$ cat src/hw/trc_pkg.sv
// constants and types for the thermometer/clock command block
package trc_pkg;
   //----------------------------------------
   // command codes
   //----------------------------------------
   localparam logic [7:0] CMD_CFG = 8'hAC;
   localparam logic [7:0] CMD_START = 8'hEE;
   localparam logic [7:0] CMD_STOP = 8'h22;
   localparam logic [7:0] CMD_TEMP = 8'hAA;
   localparam logic [7:0] CMD_CNT = 8'hA8;
   localparam logic [7:0] CMD_SLOPE = 8'hA9;
   localparam logic [7:0] CMD_CLK = 8'hC0;
   localparam logic [7:0] CMD_CALM = 8'hC7;
   localparam logic [7:0] CMD_HI = 8'hA1;
   localparam logic [7:0] CMD_LO = 8'hA2;
   localparam logic [7:0] CMD_MEM = 8'h17;
   //----------------------------------------
   // config fields and reset values
   //----------------------------------------
   localparam int CFG_ONE_SHOT = 0;
   localparam int CFG_POL = 1;
   localparam int CFG_STBY = 2;
   localparam int CFG_SRC = 4;
   localparam int CFG_DIV = 6;
   localparam logic [7:0] CFG_WMASK = 8'hF7;
   localparam logic [7:0] CFG_HI_RST = 8'hC0;
   localparam logic [15:0] HI_RST = 16'h7F00;
   localparam logic [15:0] LO_RST = 16'h8000;
   localparam logic [7:0] RD_NONE = 8'hFF;
   localparam logic [2:0] DEV_SUB_ADDR = 3'h7;
   localparam logic [2:0] BIT_LAST = 3'h7;
   //----------------------------------------
   // types
   //----------------------------------------
   typedef enum logic [1:0] {
      CV_IDLE = 2'b00, CV_SINGLE = 2'b01, CV_CONT = 2'b11, CV_STOP = 2'b10
   } trc_conv_t;
   typedef enum logic [2:0] {
      EG_IDLE = 3'b000, EG_ADDR = 3'b001, EG_AACK = 3'b011,
      EG_RECV = 3'b010, EG_WACK = 3'b110, EG_SEND = 3'b111,
      EG_MACK = 3'b101
   } trc_eng_t;
   typedef struct packed {
      logic start;
      logic rw;
      logic wr_vld;
      logic [7:0] wr_dat;
      logic rd_go;
      logic stop;
   } trc_ev_t;
   typedef struct packed {
      logic [15:0] result;
      logic [7:0] remain;
      logic [7:0] slope;
   } trc_temp_t;
   typedef struct packed {
      logic we;
      logic sel;
      logic [7:0] addr;
      logic [7:0] wdata;
   } trc_ext_t;
endpackage

$ cat src/hw/trc_twi_target.sv
// two-wire byte engine: start/stop, address match, ack, shifting
`timescale 1ns/1ps
module trc_twi_target #(
   parameter logic [3:0] ADDR_HI = 4'h9 // arbitrary type code
) (
   input wire logic clk,
   input wire logic nrst,
   input wire logic scl,
   input wire logic sda_i,
   output logic sda_o,
   output logic sda_oe,
   input wire logic [7:0] tx_byte,
   output trc_pkg::trc_ev_t ev
);
   logic scl_q_ff, sda_q_ff, done_ff, rw_ff, oe_ff;
   logic [7:0] sh_ff;
   logic [2:0] cnt_ff;
   trc_pkg::trc_eng_t st_ff;
   trc_pkg::trc_ev_t ev_ff;
   logic rise, fall, st_cond, sp_cond, hit, load;

   assign rise = scl & ~scl_q_ff;
   assign fall = ~scl & scl_q_ff;
   assign st_cond = scl & scl_q_ff & sda_q_ff & ~sda_i;
   assign sp_cond = scl & scl_q_ff & ~sda_q_ff & sda_i;
   assign hit = sh_ff[7:1] == {ADDR_HI, trc_pkg::DEV_SUB_ADDR};
   assign load = fall & ((st_ff == trc_pkg::EG_AACK & rw_ff) |
                         (st_ff == trc_pkg::EG_MACK & done_ff));
   assign sda_o = 1'b0;
   assign sda_oe = oe_ff;
   assign ev = ev_ff;

   always_ff @(posedge clk) begin
      if (!nrst) begin
         scl_q_ff <= 1'b1;
         sda_q_ff <= 1'b1;
      end else begin
         scl_q_ff <= scl;
         sda_q_ff <= sda_i;
      end
   end

   always_ff @(posedge clk) begin
      if (!nrst) begin
         st_ff <= trc_pkg::EG_IDLE;
         sh_ff <= 8'h00;
         cnt_ff <= 3'h0;
         done_ff <= 1'b0;
         rw_ff <= 1'b0;
         oe_ff <= 1'b0;
         ev_ff <= '0;
      end else begin
         ev_ff <= '0;
         if (st_cond) begin
            st_ff <= trc_pkg::EG_ADDR;
            cnt_ff <= 3'h0;
            done_ff <= 1'b0;
            oe_ff <= 1'b0;
         end else if (sp_cond) begin
            st_ff <= trc_pkg::EG_IDLE;
            oe_ff <= 1'b0;
            ev_ff.stop <= 1'b1;
         end else if (load) begin
            // first bit out, rest shifted on later falls
            sh_ff <= {tx_byte[6:0], 1'b0};
            oe_ff <= ~tx_byte[7];
            cnt_ff <= 3'h1;
            st_ff <= trc_pkg::EG_SEND;
         end else begin
            case (st_ff)
               trc_pkg::EG_ADDR, trc_pkg::EG_RECV: begin
                  if (rise) begin
                     sh_ff <= {sh_ff[6:0], sda_i};
                     cnt_ff <= cnt_ff + 3'h1;
                     done_ff <= cnt_ff == trc_pkg::BIT_LAST;
                  end else if (fall && done_ff) begin
                     done_ff <= 1'b0;
                     if (st_ff == trc_pkg::EG_RECV) begin
                        oe_ff <= 1'b1;
                        st_ff <= trc_pkg::EG_WACK;
                        ev_ff.wr_vld <= 1'b1;
                        ev_ff.wr_dat <= sh_ff;
                     end else if (hit) begin
                        oe_ff <= 1'b1;
                        st_ff <= trc_pkg::EG_AACK;
                        rw_ff <= sh_ff[0];
                        ev_ff.start <= 1'b1;
                        ev_ff.rw <= sh_ff[0];
                        ev_ff.rd_go <= sh_ff[0];
                     end else begin
                        st_ff <= trc_pkg::EG_IDLE;
                     end
                  end
               end
               trc_pkg::EG_AACK, trc_pkg::EG_WACK: begin
                  if (fall) begin
                     oe_ff <= 1'b0;
                     cnt_ff <= 3'h0;
                     st_ff <= trc_pkg::EG_RECV;
                  end
               end
               trc_pkg::EG_SEND: begin
                  if (fall) begin
                     if (cnt_ff == 3'h0) begin
                        oe_ff <= 1'b0;
                        done_ff <= 1'b0;
                        st_ff <= trc_pkg::EG_MACK;
                     end else begin
                        oe_ff <= ~sh_ff[7];
                        sh_ff <= {sh_ff[6:0], 1'b0};
                        cnt_ff <= cnt_ff + 3'h1;
                     end
                  end
               end
               trc_pkg::EG_MACK: begin
                  if (rise) begin
                     done_ff <= ~sda_i;
                     ev_ff.rd_go <= ~sda_i;
                  end else if (fall) begin
                     st_ff <= trc_pkg::EG_IDLE;
                  end
               end
               default: st_ff <= trc_pkg::EG_IDLE;
            endcase
         end
      end
   end
endmodule // trc_twi_target

$ cat src/hw/trc_cmd_cfg.sv
// command decoder, configuration/status register and alarm logic
`timescale 1ns/1ps
module trc_cmd_cfg #(
   parameter logic [3:0] ADDR_HI = 4'h9, // arbitrary type code
   parameter int MEM_AW = 5
) (
   input wire logic clk,
   input wire logic nrst,
   input wire logic scl,
   input wire logic sda_i,
   output logic sda_o,
   output logic sda_oe,
   input wire trc_pkg::trc_temp_t temp,
   input wire logic conv_done,
   output logic conv_run,
   input wire logic clock_match,
   output trc_pkg::trc_ext_t ext,
   input wire logic [7:0] ext_rdata,
   input wire logic xtal,
   output logic osc_out,
   output logic alert_pin
);
   //----------------------------------------
   // byte engine
   //----------------------------------------
   trc_pkg::trc_ev_t ev;
   logic [7:0] tx_ff;

   trc_twi_target #(.ADDR_HI(ADDR_HI)) u_twi (
      .clk(clk),
      .nrst(nrst),
      .scl(scl),
      .sda_i(sda_i),
      .sda_o(sda_o),
      .sda_oe(sda_oe),
      .tx_byte(tx_ff),
      .ev(ev)
   );

   //----------------------------------------
   // command tracking
   //----------------------------------------
   logic [7:0] cmd_ff;
   logic cmd_ok_ff, expect_ff, load_ff;
   logic step_ff;
   logic [1:0] idx_ff;
   logic cmd_byte, dat_byte, rd_adv, addressed, is_clk, known;
   trc_pkg::trc_ext_t ext_ff;
   logic [7:0] nxt_ptr;

   always_comb begin
      case (ev.wr_dat)
         trc_pkg::CMD_CFG, trc_pkg::CMD_START, trc_pkg::CMD_STOP,
         trc_pkg::CMD_TEMP, trc_pkg::CMD_CNT, trc_pkg::CMD_SLOPE,
         trc_pkg::CMD_CLK, trc_pkg::CMD_CALM, trc_pkg::CMD_HI,
         trc_pkg::CMD_LO, trc_pkg::CMD_MEM: known = 1'b1;
         default: known = 1'b0;
      endcase
   end

   assign cmd_byte = ev.wr_vld & expect_ff;
   assign dat_byte = ev.wr_vld & ~expect_ff & cmd_ok_ff;
   assign rd_adv = ev.rd_go & ~ev.start;
   assign is_clk = cmd_ff == trc_pkg::CMD_CLK | cmd_ff == trc_pkg::CMD_CALM;
   assign addressed = is_clk | cmd_ff == trc_pkg::CMD_MEM;

   always_ff @(posedge clk) begin
      if (!nrst) begin
         cmd_ff <= 8'h00;
         cmd_ok_ff <= 1'b0;
         expect_ff <= 1'b0;
         idx_ff <= 2'h0;
         load_ff <= 1'b0;
      end else begin
         load_ff <= ev.rd_go;
         if (ev.start) begin
            expect_ff <= ~ev.rw;
            idx_ff <= 2'h0;
         end else if (cmd_byte) begin
            cmd_ff <= ev.wr_dat;
            cmd_ok_ff <= known;
            expect_ff <= 1'b0;
            idx_ff <= 2'h0;
         end else if ((dat_byte | rd_adv) && idx_ff != 2'h3) begin
            idx_ff <= idx_ff + 2'h1;
         end
      end
   end

   // starting byte address first, then auto-increment
   always_comb begin
      nxt_ptr = ext_ff.addr;
      if (dat_byte && addressed && idx_ff == 2'h0) begin
         nxt_ptr = ev.wr_dat;
      end else if (step_ff || (rd_adv && addressed)) begin
         nxt_ptr = ext_ff.addr + 8'h01;
      end
   end

   always_ff @(posedge clk) begin
      if (!nrst) begin
         ext_ff <= '0;
         step_ff <= 1'b0;
      end else begin
         // step the pointer only after the write has used it
         step_ff <= dat_byte & addressed & idx_ff != 2'h0;
         ext_ff.addr <= nxt_ptr;
         ext_ff.we <= dat_byte & is_clk & idx_ff != 2'h0;
         ext_ff.sel <= cmd_ff == trc_pkg::CMD_CALM;
         ext_ff.wdata <= ev.wr_dat;
      end
   end
   assign ext = ext_ff;

   //----------------------------------------
   // configuration and limits
   //----------------------------------------
   logic [7:0] cfg_hi_ff, lim_msb_ff;
   logic [15:0] hi_ff, lo_ff;
   logic clk_flag_ff, thr_flag_ff, clk_latch_ff, thr_latch_ff;
   logic [7:0] status_lo;

   assign status_lo = {clk_flag_ff, thr_flag_ff, clk_latch_ff,
                       thr_latch_ff, 4'h0};

   always_ff @(posedge clk) begin
      if (!nrst) begin
         cfg_hi_ff <= trc_pkg::CFG_HI_RST;
      end else if (dat_byte && cmd_ff == trc_pkg::CMD_CFG &&
                   idx_ff == 2'h0) begin
         cfg_hi_ff <= ev.wr_dat & trc_pkg::CFG_WMASK;
      end
   end

   always_ff @(posedge clk) begin
      if (!nrst) begin
         lim_msb_ff <= 8'h00;
         hi_ff <= trc_pkg::HI_RST;
         lo_ff <= trc_pkg::LO_RST;
      end else if (dat_byte && idx_ff == 2'h0) begin
         lim_msb_ff <= ev.wr_dat;
      end else if (dat_byte && idx_ff == 2'h1) begin
         if (cmd_ff == trc_pkg::CMD_HI) begin
            hi_ff <= {lim_msb_ff, ev.wr_dat};
         end
         if (cmd_ff == trc_pkg::CMD_LO) begin
            lo_ff <= {lim_msb_ff, ev.wr_dat};
         end
      end
   end

   //----------------------------------------
   // user memory
   //----------------------------------------
   logic [7:0] mem [2**MEM_AW];

   always_ff @(posedge clk) begin
      if (dat_byte && cmd_ff == trc_pkg::CMD_MEM && idx_ff != 2'h0) begin
         mem[ext_ff.addr[MEM_AW-1:0]] <= ev.wr_dat;
      end
   end

   //----------------------------------------
   // read data
   //----------------------------------------
   logic [7:0] rd_sel;

   always_comb begin
      case (cmd_ff)
         trc_pkg::CMD_CFG:
            rd_sel = idx_ff == 2'h0 ? cfg_hi_ff :
                     idx_ff == 2'h1 ? status_lo : trc_pkg::RD_NONE;
         trc_pkg::CMD_TEMP:
            rd_sel = idx_ff == 2'h0 ? temp.result[15:8] :
                     idx_ff == 2'h1 ? temp.result[7:0] : trc_pkg::RD_NONE;
         trc_pkg::CMD_HI:
            rd_sel = idx_ff == 2'h0 ? hi_ff[15:8] :
                     idx_ff == 2'h1 ? hi_ff[7:0] : trc_pkg::RD_NONE;
         trc_pkg::CMD_LO:
            rd_sel = idx_ff == 2'h0 ? lo_ff[15:8] :
                     idx_ff == 2'h1 ? lo_ff[7:0] : trc_pkg::RD_NONE;
         trc_pkg::CMD_CNT: rd_sel = temp.remain;
         trc_pkg::CMD_SLOPE: rd_sel = temp.slope;
         trc_pkg::CMD_MEM: rd_sel = mem[ext_ff.addr[MEM_AW-1:0]];
         trc_pkg::CMD_CLK, trc_pkg::CMD_CALM: rd_sel = ext_rdata;
         default: rd_sel = trc_pkg::RD_NONE;
      endcase
   end

   always_ff @(posedge clk) begin
      if (!nrst) begin
         tx_ff <= trc_pkg::RD_NONE;
      end else if (load_ff) begin
         tx_ff <= cmd_ok_ff ? rd_sel : trc_pkg::RD_NONE;
      end
   end

   //----------------------------------------
   // conversion control
   //----------------------------------------
   trc_pkg::trc_conv_t cv_ff, nxt_cv;
   logic boot_ff, conv_run_ff, go, halt, single;

   assign single = cfg_hi_ff[trc_pkg::CFG_ONE_SHOT];
   assign go = (cmd_byte & ev.wr_dat == trc_pkg::CMD_START) |
               (boot_ff & ~cfg_hi_ff[trc_pkg::CFG_STBY]);
   assign halt = cmd_byte & ev.wr_dat == trc_pkg::CMD_STOP;

   always_comb begin
      nxt_cv = cv_ff;
      case (cv_ff)
         trc_pkg::CV_IDLE: begin
            if (go) begin
               nxt_cv = single ? trc_pkg::CV_SINGLE : trc_pkg::CV_CONT;
            end
         end
         trc_pkg::CV_SINGLE: begin
            if (conv_done) begin
               nxt_cv = trc_pkg::CV_IDLE;
            end else if (halt) begin
               nxt_cv = trc_pkg::CV_STOP;
            end
         end
         trc_pkg::CV_CONT: begin
            if (halt) begin
               nxt_cv = trc_pkg::CV_STOP;
            end
         end
         trc_pkg::CV_STOP: begin
            if (conv_done) begin
               nxt_cv = trc_pkg::CV_IDLE;
            end else if (go) begin
               nxt_cv = single ? trc_pkg::CV_SINGLE : trc_pkg::CV_CONT;
            end
         end
         default: nxt_cv = trc_pkg::CV_IDLE;
      endcase
   end

   always_ff @(posedge clk) begin
      if (!nrst) begin
         cv_ff <= trc_pkg::CV_IDLE;
         conv_run_ff <= 1'b0;
         boot_ff <= 1'b1;
      end else begin
         cv_ff <= nxt_cv;
         conv_run_ff <= nxt_cv != trc_pkg::CV_IDLE;
         boot_ff <= 1'b0;
      end
   end
   assign conv_run = conv_run_ff;

   //----------------------------------------
   // alarm flags and latches
   //----------------------------------------
   logic hot, cold, clk_touch;

   assign hot = $signed(temp.result) > $signed(hi_ff);
   assign cold = $signed(temp.result) < $signed(lo_ff);
   assign clk_touch = is_clk & cmd_ok_ff & (dat_byte | load_ff);

   // independent of alarm_source_select; set wins over clear
   always_ff @(posedge clk) begin
      if (!nrst) begin
         clk_flag_ff <= 1'b0;
         clk_latch_ff <= 1'b0;
      end else begin
         if (clock_match) begin
            clk_flag_ff <= 1'b1;
         end else if (clk_touch) begin
            clk_flag_ff <= 1'b0;
         end
         if (clock_match) begin
            clk_latch_ff <= 1'b1;
         end
      end
   end

   always_ff @(posedge clk) begin
      if (!nrst) begin
         thr_flag_ff <= 1'b0;
         thr_latch_ff <= 1'b0;
      end else if (conv_done) begin
         if (hot) begin
            thr_flag_ff <= 1'b1;
            thr_latch_ff <= 1'b1;
         end else if (cold) begin
            thr_flag_ff <= 1'b0;
         end
      end
   end

   //----------------------------------------
   // alert pin and oscillator output
   //----------------------------------------
   logic [1:0] src, div;
   logic act, alert_ff, xtal_q_ff, osc_ff;
   logic [2:0] xcnt_ff;

   assign src = cfg_hi_ff[trc_pkg::CFG_SRC +: 2];
   assign div = cfg_hi_ff[trc_pkg::CFG_DIV +: 2];
   assign act = (src[0] & thr_flag_ff) | (src[1] & clk_flag_ff);

   always_ff @(posedge clk) begin
      if (!nrst) begin
         alert_ff <= 1'b1;
      end else begin
         alert_ff <= cfg_hi_ff[trc_pkg::CFG_POL] ? act : ~act;
      end
   end
   assign alert_pin = alert_ff;

   always_ff @(posedge clk) begin
      if (!nrst) begin
         xtal_q_ff <= 1'b0;
         xcnt_ff <= 3'h0;
         osc_ff <= 1'b0;
      end else begin
         xtal_q_ff <= xtal;
         if (xtal & ~xtal_q_ff) begin
            xcnt_ff <= xcnt_ff + 3'h1;
         end
         case (div)
            2'b00: osc_ff <= 1'b0;
            2'b01: osc_ff <= xcnt_ff[2];
            2'b10: osc_ff <= xcnt_ff[1];
            default: osc_ff <= xtal_q_ff;
         endcase
      end
   end
   assign osc_out = osc_ff;
endmodule // trc_cmd_cfg

$ cat config.mk
export PLATFORM = sky130hd
export DESIGN_NAME = trc_cmd_cfg
export DESIGN_NICKNAME = d
export VERILOG_FILES = /design/src/hw/trc_pkg.sv /design/src/hw/trc_twi_target.sv /design/src/hw/trc_cmd_cfg.sv
export SDC_FILE = /design/constraint.sdc
export NUM_CORES = 1
export LEC_CHECK = 0
export BUFFER_PORTS_ARGS = -buffer_cell sky130_fd_sc_hd__buf_4
export CAP_MARGIN = 20
export CORE_ASPECT_RATIO = 0.8
export CORE_MARGIN = 10
export CORE_UTILIZATION = 25
export DETAILED_ROUTE_END_ITERATION = 10
export REMOVE_ABC_BUFFERS = 1
export SKIP_LAST_GASP = 1
export SLEW_MARGIN = 40
export SYNTH_ARGS = -nofsm -noshare
export SYNTH_HDL_FRONTEND = slang
export SYNTH_SLANG_ARGS = --single-unit
$ cat constraint.sdc
create_clock -name clk -period 2.11 [get_ports clk]
set_input_delay 0.422 -clock clk [delete_from_list [all_inputs] [get_ports clk]]
set_output_delay 0.422 -clock clk [all_outputs]
set_load 0.02 [all_outputs]
---- Word level (Yosys, flattened, before mapping) ----
Memories as Yosys holds them, arrays and structs flattened. A register that Yosys moved wholly into a read port is not among the register bits.
Cells that the tools add are included.
word-level totals
  bits in registers ....................... 132
  memory bits (writable) .................. 256
  bits of input ports ..................... 47
  output and inout port bits .............. 23
  logic and storage cells ................. 285
  memories kept ........................... 1
memories
  name  depth  bits a word  rd ports  clocked after memory_dff  write ports  line                RTL
  mem   32     8            1         1                         1            trc_cmd_cfg.sv:155  logic [7:0] mem [2**MEM_AW];
operators by class
  add/subtract/negate cells ............... 4
  order comparisons ....................... 2
  eq/ne operators ......................... 56
  multiplexer cells ....................... 78
  bitwise operators ....................... 55
  reduce and logical (&&, ||, !) cells .... 49
operators with widths
  kind                  number
  $eq A8 B8 Y1 const B  17
  $mux W8               15
  $pmux W8 S8           1
  $mux W3               13
  $mux W1               31
  $and A1 B1 Y1         26
  $ne A5 B1 Y1 const B  5
  $not A1 Y1            22
  $ne A3 B1 Y1 const B  7
  $reduce_and A7 Y1     3
  $reduce_and A6 Y1     3
  $eq A8 B5 Y1 const B  2
  $gt A16 B16 Y1        1
  $lt A16 B16 Y1        1
  $pmux W8 S2           1
  $reduce_or A8 Y1      2
  $mux W2               7
  $eq A3 B3 Y1 const B  4
  $pmux W3 S4           1
  $reduce_bool A2 Y1    6
  $logic_and A1 B1 Y1   11
  $reduce_or A11 Y1     1
  $mux W5               2
  $ne A5 B5 Y1 const B  2
  33 further kinds      60

---- Depth between registers and ports, before layout ----
  word-level depth ........................ 9
  gate-level depth with buffers ........... 10
  mapped depth without buffers ............ 8

---- Hierarchy ----
A second synthesis with hierarchy kept.
unflattened totals
  cells, all modules ...................... 1381
  area total of the unflattened synthesis .. 17401.7 um^2
by module, submodules not included
  module          times used  cells an instance  area an instance (um^2)  sequential area each (um^2)
  trc_cmd_cfg     1           1184               15718.8                  9809.4
  trc_twi_target  1           197                1682.9                   640.6

---- Worst setup path before layout ----
No wires, ideal clock.
  kind .................................... register -> register
  start ................................... register idx_ff[0]
  end ..................................... memory mem[11][0] (enable)
  library setup time ...................... 0.370 ns
  arrival ................................. 1.825 ns
  required time ........................... 1.740 ns
  slack ................................... -0.086 ns
  stages on the path, launching flop included .. 7
  path buffers ............................ 1
  period minus slack after synthesis ...... 2.196 ns
  cells stage by stage .................... dfxtp_1 inv_1 ha_1 clkbuf_1 nor2_1 nand3_1 nor2_1
on the way
  word-level cells in the longest chain between the ends .. 4
ends and longest elaborated chain
  what                           line                RTL
  start, declared                trc_cmd_cfg.sv:46   logic [1:0] idx_ff;
  start signal, assigned         trc_cmd_cfg.sv:85   idx_ff <= idx_ff + 2'h1;
  $reduce_bool A2 Y1             trc_cmd_cfg.sv:158  if (dat_byte && cmd_ff == trc_pkg::CMD_MEM && idx_ff != 2'h0) begin
  $logic_and A1 B1 Y1            trc_cmd_cfg.sv:158
  $mux W1                        trc_cmd_cfg.sv:158
  $mux W1 (not written as such)  trc_cmd_cfg.sv:159  mem[ext_ff.addr[MEM_AW-1:0]] <= ev.wr_dat;
  end, declared                  trc_cmd_cfg.sv:155
Every way passes these cells.

==> impl_metrics.tcl <==
set metrics [dict create \
    use_met1_pct 17.30 \
    clock_path_buffers 3 \
    drc 0 \
    worstSetupEndpointType "flip-flop" \
    max-vdd-ir-drop_mv 0.4887 \
    layout.nets 1645 \
    path_class "reg2reg" \
    htreeDepth 2 \
    grt_setup_unrepaired "true" \
    synth_area_um2 17230 \
    max_slew_margin_pct 54.78 \
    use_met3_pct 2.670 \
    use_met2_pct 18.06 \
    num_antenna_cells 0 \
    fin_skew_ps 32.75 \
    grt_pass1_wl_mm 74.18 \
    min_period_over_period_pct 100.4 \
    cts.clk_slew.worst_paths_ps 70 \
    initial_utilization_pct 25.43 \
    ys.flop_type "edfxtp_1" \
    clock.fmax_mhz 472.1 \
    cts_tree "yes" \
    viasPerCell 4.864 \
    synth.avg_cell_area_um2 12.56 \
    seqPwrFrac_pct 51.6 \
    layout_commonest_cell "edfxtp_1" \
    setup_viol 2 \
    areaGrowthSynthToFinish_pct 25.67 \
    synth_cells 1372 \
    p_leak_nw 7.949 \
    cts_root_buf "clkbuf_16" \
    cts.sinks 393 \
    placed_area_um2 19710 \
    vias 12151 \
    grt_usage_pct 11.97 \
    critPathMaxFanout 9 \
    p_sw_mw 3.342 \
    busiest_layer "met2" \
    p_int_mw 12.53 \
    drv_cap 0 \
    max_slew.worst_pin.slew_ps 677.3 \
    drv_slew 0 \
    io_buffers 68 \
    hpwl_mm 34.52 \
    numCtsBuffers 40 \
    final_util_pct 31.95 \
    final_area_um2 21650 \
    grt_max_degree 44 \
    setup_slack_ps -8.025 \
    row_count 85 \
    dr.pass1.iters 5 \
    hold_path.class "in2reg" \
    postRouteAntennaNets 0 \
    die_h_um 254.8 \
    p_comb_share_pct 2.8 \
    grt_pass1_vias 11775 \
    arrival_ps 2550 \
    p_sw_share_pct 21.06 \
    pwr_density_cell_nw_per_um2 733.0 \
    drt-initial-drc-count 1124 \
    required_ps 2540 \
    hold-worst-slack_ps 83.16 \
    wl_per_cell_um 19.97 \
    routed_wl_mm 49.88 \
    synth-seq-cells 393 \
    violations "setup timing" \
    mostFrequentLayoutCells "edfxtp_1 (256), buf_4 (175), nand2_1 (139)" \
    status "finished with violations" \
    clkPwrFrac_pct 45.6 \
    place_congestion 0.8936 \
    die_x_um 313.5 \
    async_reset_ff_share_pct 0 \
    yosysSeqAreaShare_pct 60.55 \
    yosysUniqueCellTypes 78 \
    critPathLaunchType "flip-flop" \
    core-area_um2 67750 \
    clk_latency_ps 550 \
    layout_min_cycle_time_ps 2118 \
    design.die.area_um2 79870 \
    drive_gt1_share_pct 27.51 \
    ys_warn_count 0 \
    power_mw 15.87 \
    timing.final.hold_violations 0 \
    gr-total-overflow 0 \
    synth_edf_count 256 \
    antenna_found_initial 1 \
    hold_buffers 0 \
    io_pins 70 \
]
routing by layer:
metal  up-vias  share of wire [%]
met1      6083                 45
met3        71                9.3
li1       5515                  -
met4         2                1.8
met5         -              0.026
met2       480                 44
flip-flops by register name, summed over array words and instances, names as in the netlist, 2 cells and up, named ones only:
register      cells
cfg_hi_ff         7
u_twi.cnt_ff      3
tx_ff             8
cmd_ff            8
hi_ff            16
u_twi.ev         12
lim_msb_ff        8
xcnt_ff           3
u_twi.sh_ff       8
ext              18
idx_ff            2
cv_ff             2
u_twi.st_ff       3
lo_ff            16
mem             256
power groups by stage:
stage          clock, mW  combinational (mW)  sequential, mW
2_1_floorplan          0               0.219            8.34
3_3_place_gp           0               0.429            8.34
3_5_place_dp           0               0.438            8.35
4_1_cts             7.39               0.440            8.18
5_1_grt             7.70               0.493            8.18
6_report            7.24               0.446            8.18
synth_stat cells, drive strengths merged (28+ instances only):
| library cell | n | area share, % |
|---|---|---|
| a21oi | 98 | 2.9 |
| buf | 31 | 1.1 |
| clkbuf | 54 | 1.2 |
| dfxtp | 137 | 16 |
| edfxtp | 256 | 45 |
| ha | 42 | 3.1 |
| inv | 50 | 1.1 |
| mux2i | 28 | 1.6 |
| mux4 | 64 | 8.4 |
| nand2 | 139 | 3.0 |
| nand3 | 31 | 0.90 |
| nor2 | 108 | 2.4 |
| o21ai | 52 | 1.5 |
final cells by class:
type / instances / area [µm²]
clock inverter: 25 / 282.8
tap: 913 / 1142
clock buffer: 46 / 1044
sequential: 393 / 10440
fill: 6692 / 46100
timing repair buffer: 227 / 2074
inverter: 51 / 191.4
multi-input combinational: 843 / 6470
metrics by stage:
step / setup slack (ps) / setup TNS [ps] / cells
4_1_cts: -82.21 / -490.4 / 2481
5_1_grt: -108.3 / -3478 / 2498
6_report: -8.025 / -12.51 / 2498
3_3_place_gp: -196.2 / -580.7 / 2409
2_1_floorplan: -1416 / -159100 / 1287
3_5_place_dp: -190.1 / -856.6 / 2409
critical path: stages (launching register included):
cell and delay, ps:
dfxtp_4 440, buf_12 170, mux4_2 520, mux2i_1 190, buf_4 160, o22ai_1 80, nor4_1 320, a21oi_1 110
cell families after synthesis:
| logic type | Yosys count | synth area share (%) |
|---|---|---|
| XOR/XNOR | 12 | 0.6101 |
| other | 1 | 0.02177 |
| buffers and inverters | 136 | 3.341 |
| flip-flops | 393 | 60.55 |
| adder cells (fa/ha/maj) | 42 | 3.051 |
| AND/OR/NAND/NOR | 422 | 12.14 |
| multiplexers | 96 | 10.26 |
| AO/OA/AOI/OAI | 270 | 10.03 |
worst paths after layout:
check | from | endpoint | slack (ps) | cells past startpoint
worst min-delay path | xtal | xtal_q_ff | 80 | 2
worst max register to register | flip-flop | tx_ff[1] | -8 | 7
worst min register to register | lo_ff[3] | lo_ff[3] | 460 | 2
worst max-delay path | flip-flop | tx_ff[1] | -8 | 7
what timing repair did:
action                                  CTS  global route
hold endpoints to repair                  0             0
endpoints found under the setup margin   42           281
buffers inserted                          0            15
pin swaps                                 0            14
gates resized for setup                   7           100
gates cloned                              1             2
Note: power is estimated with default switching activity, not from simulation.
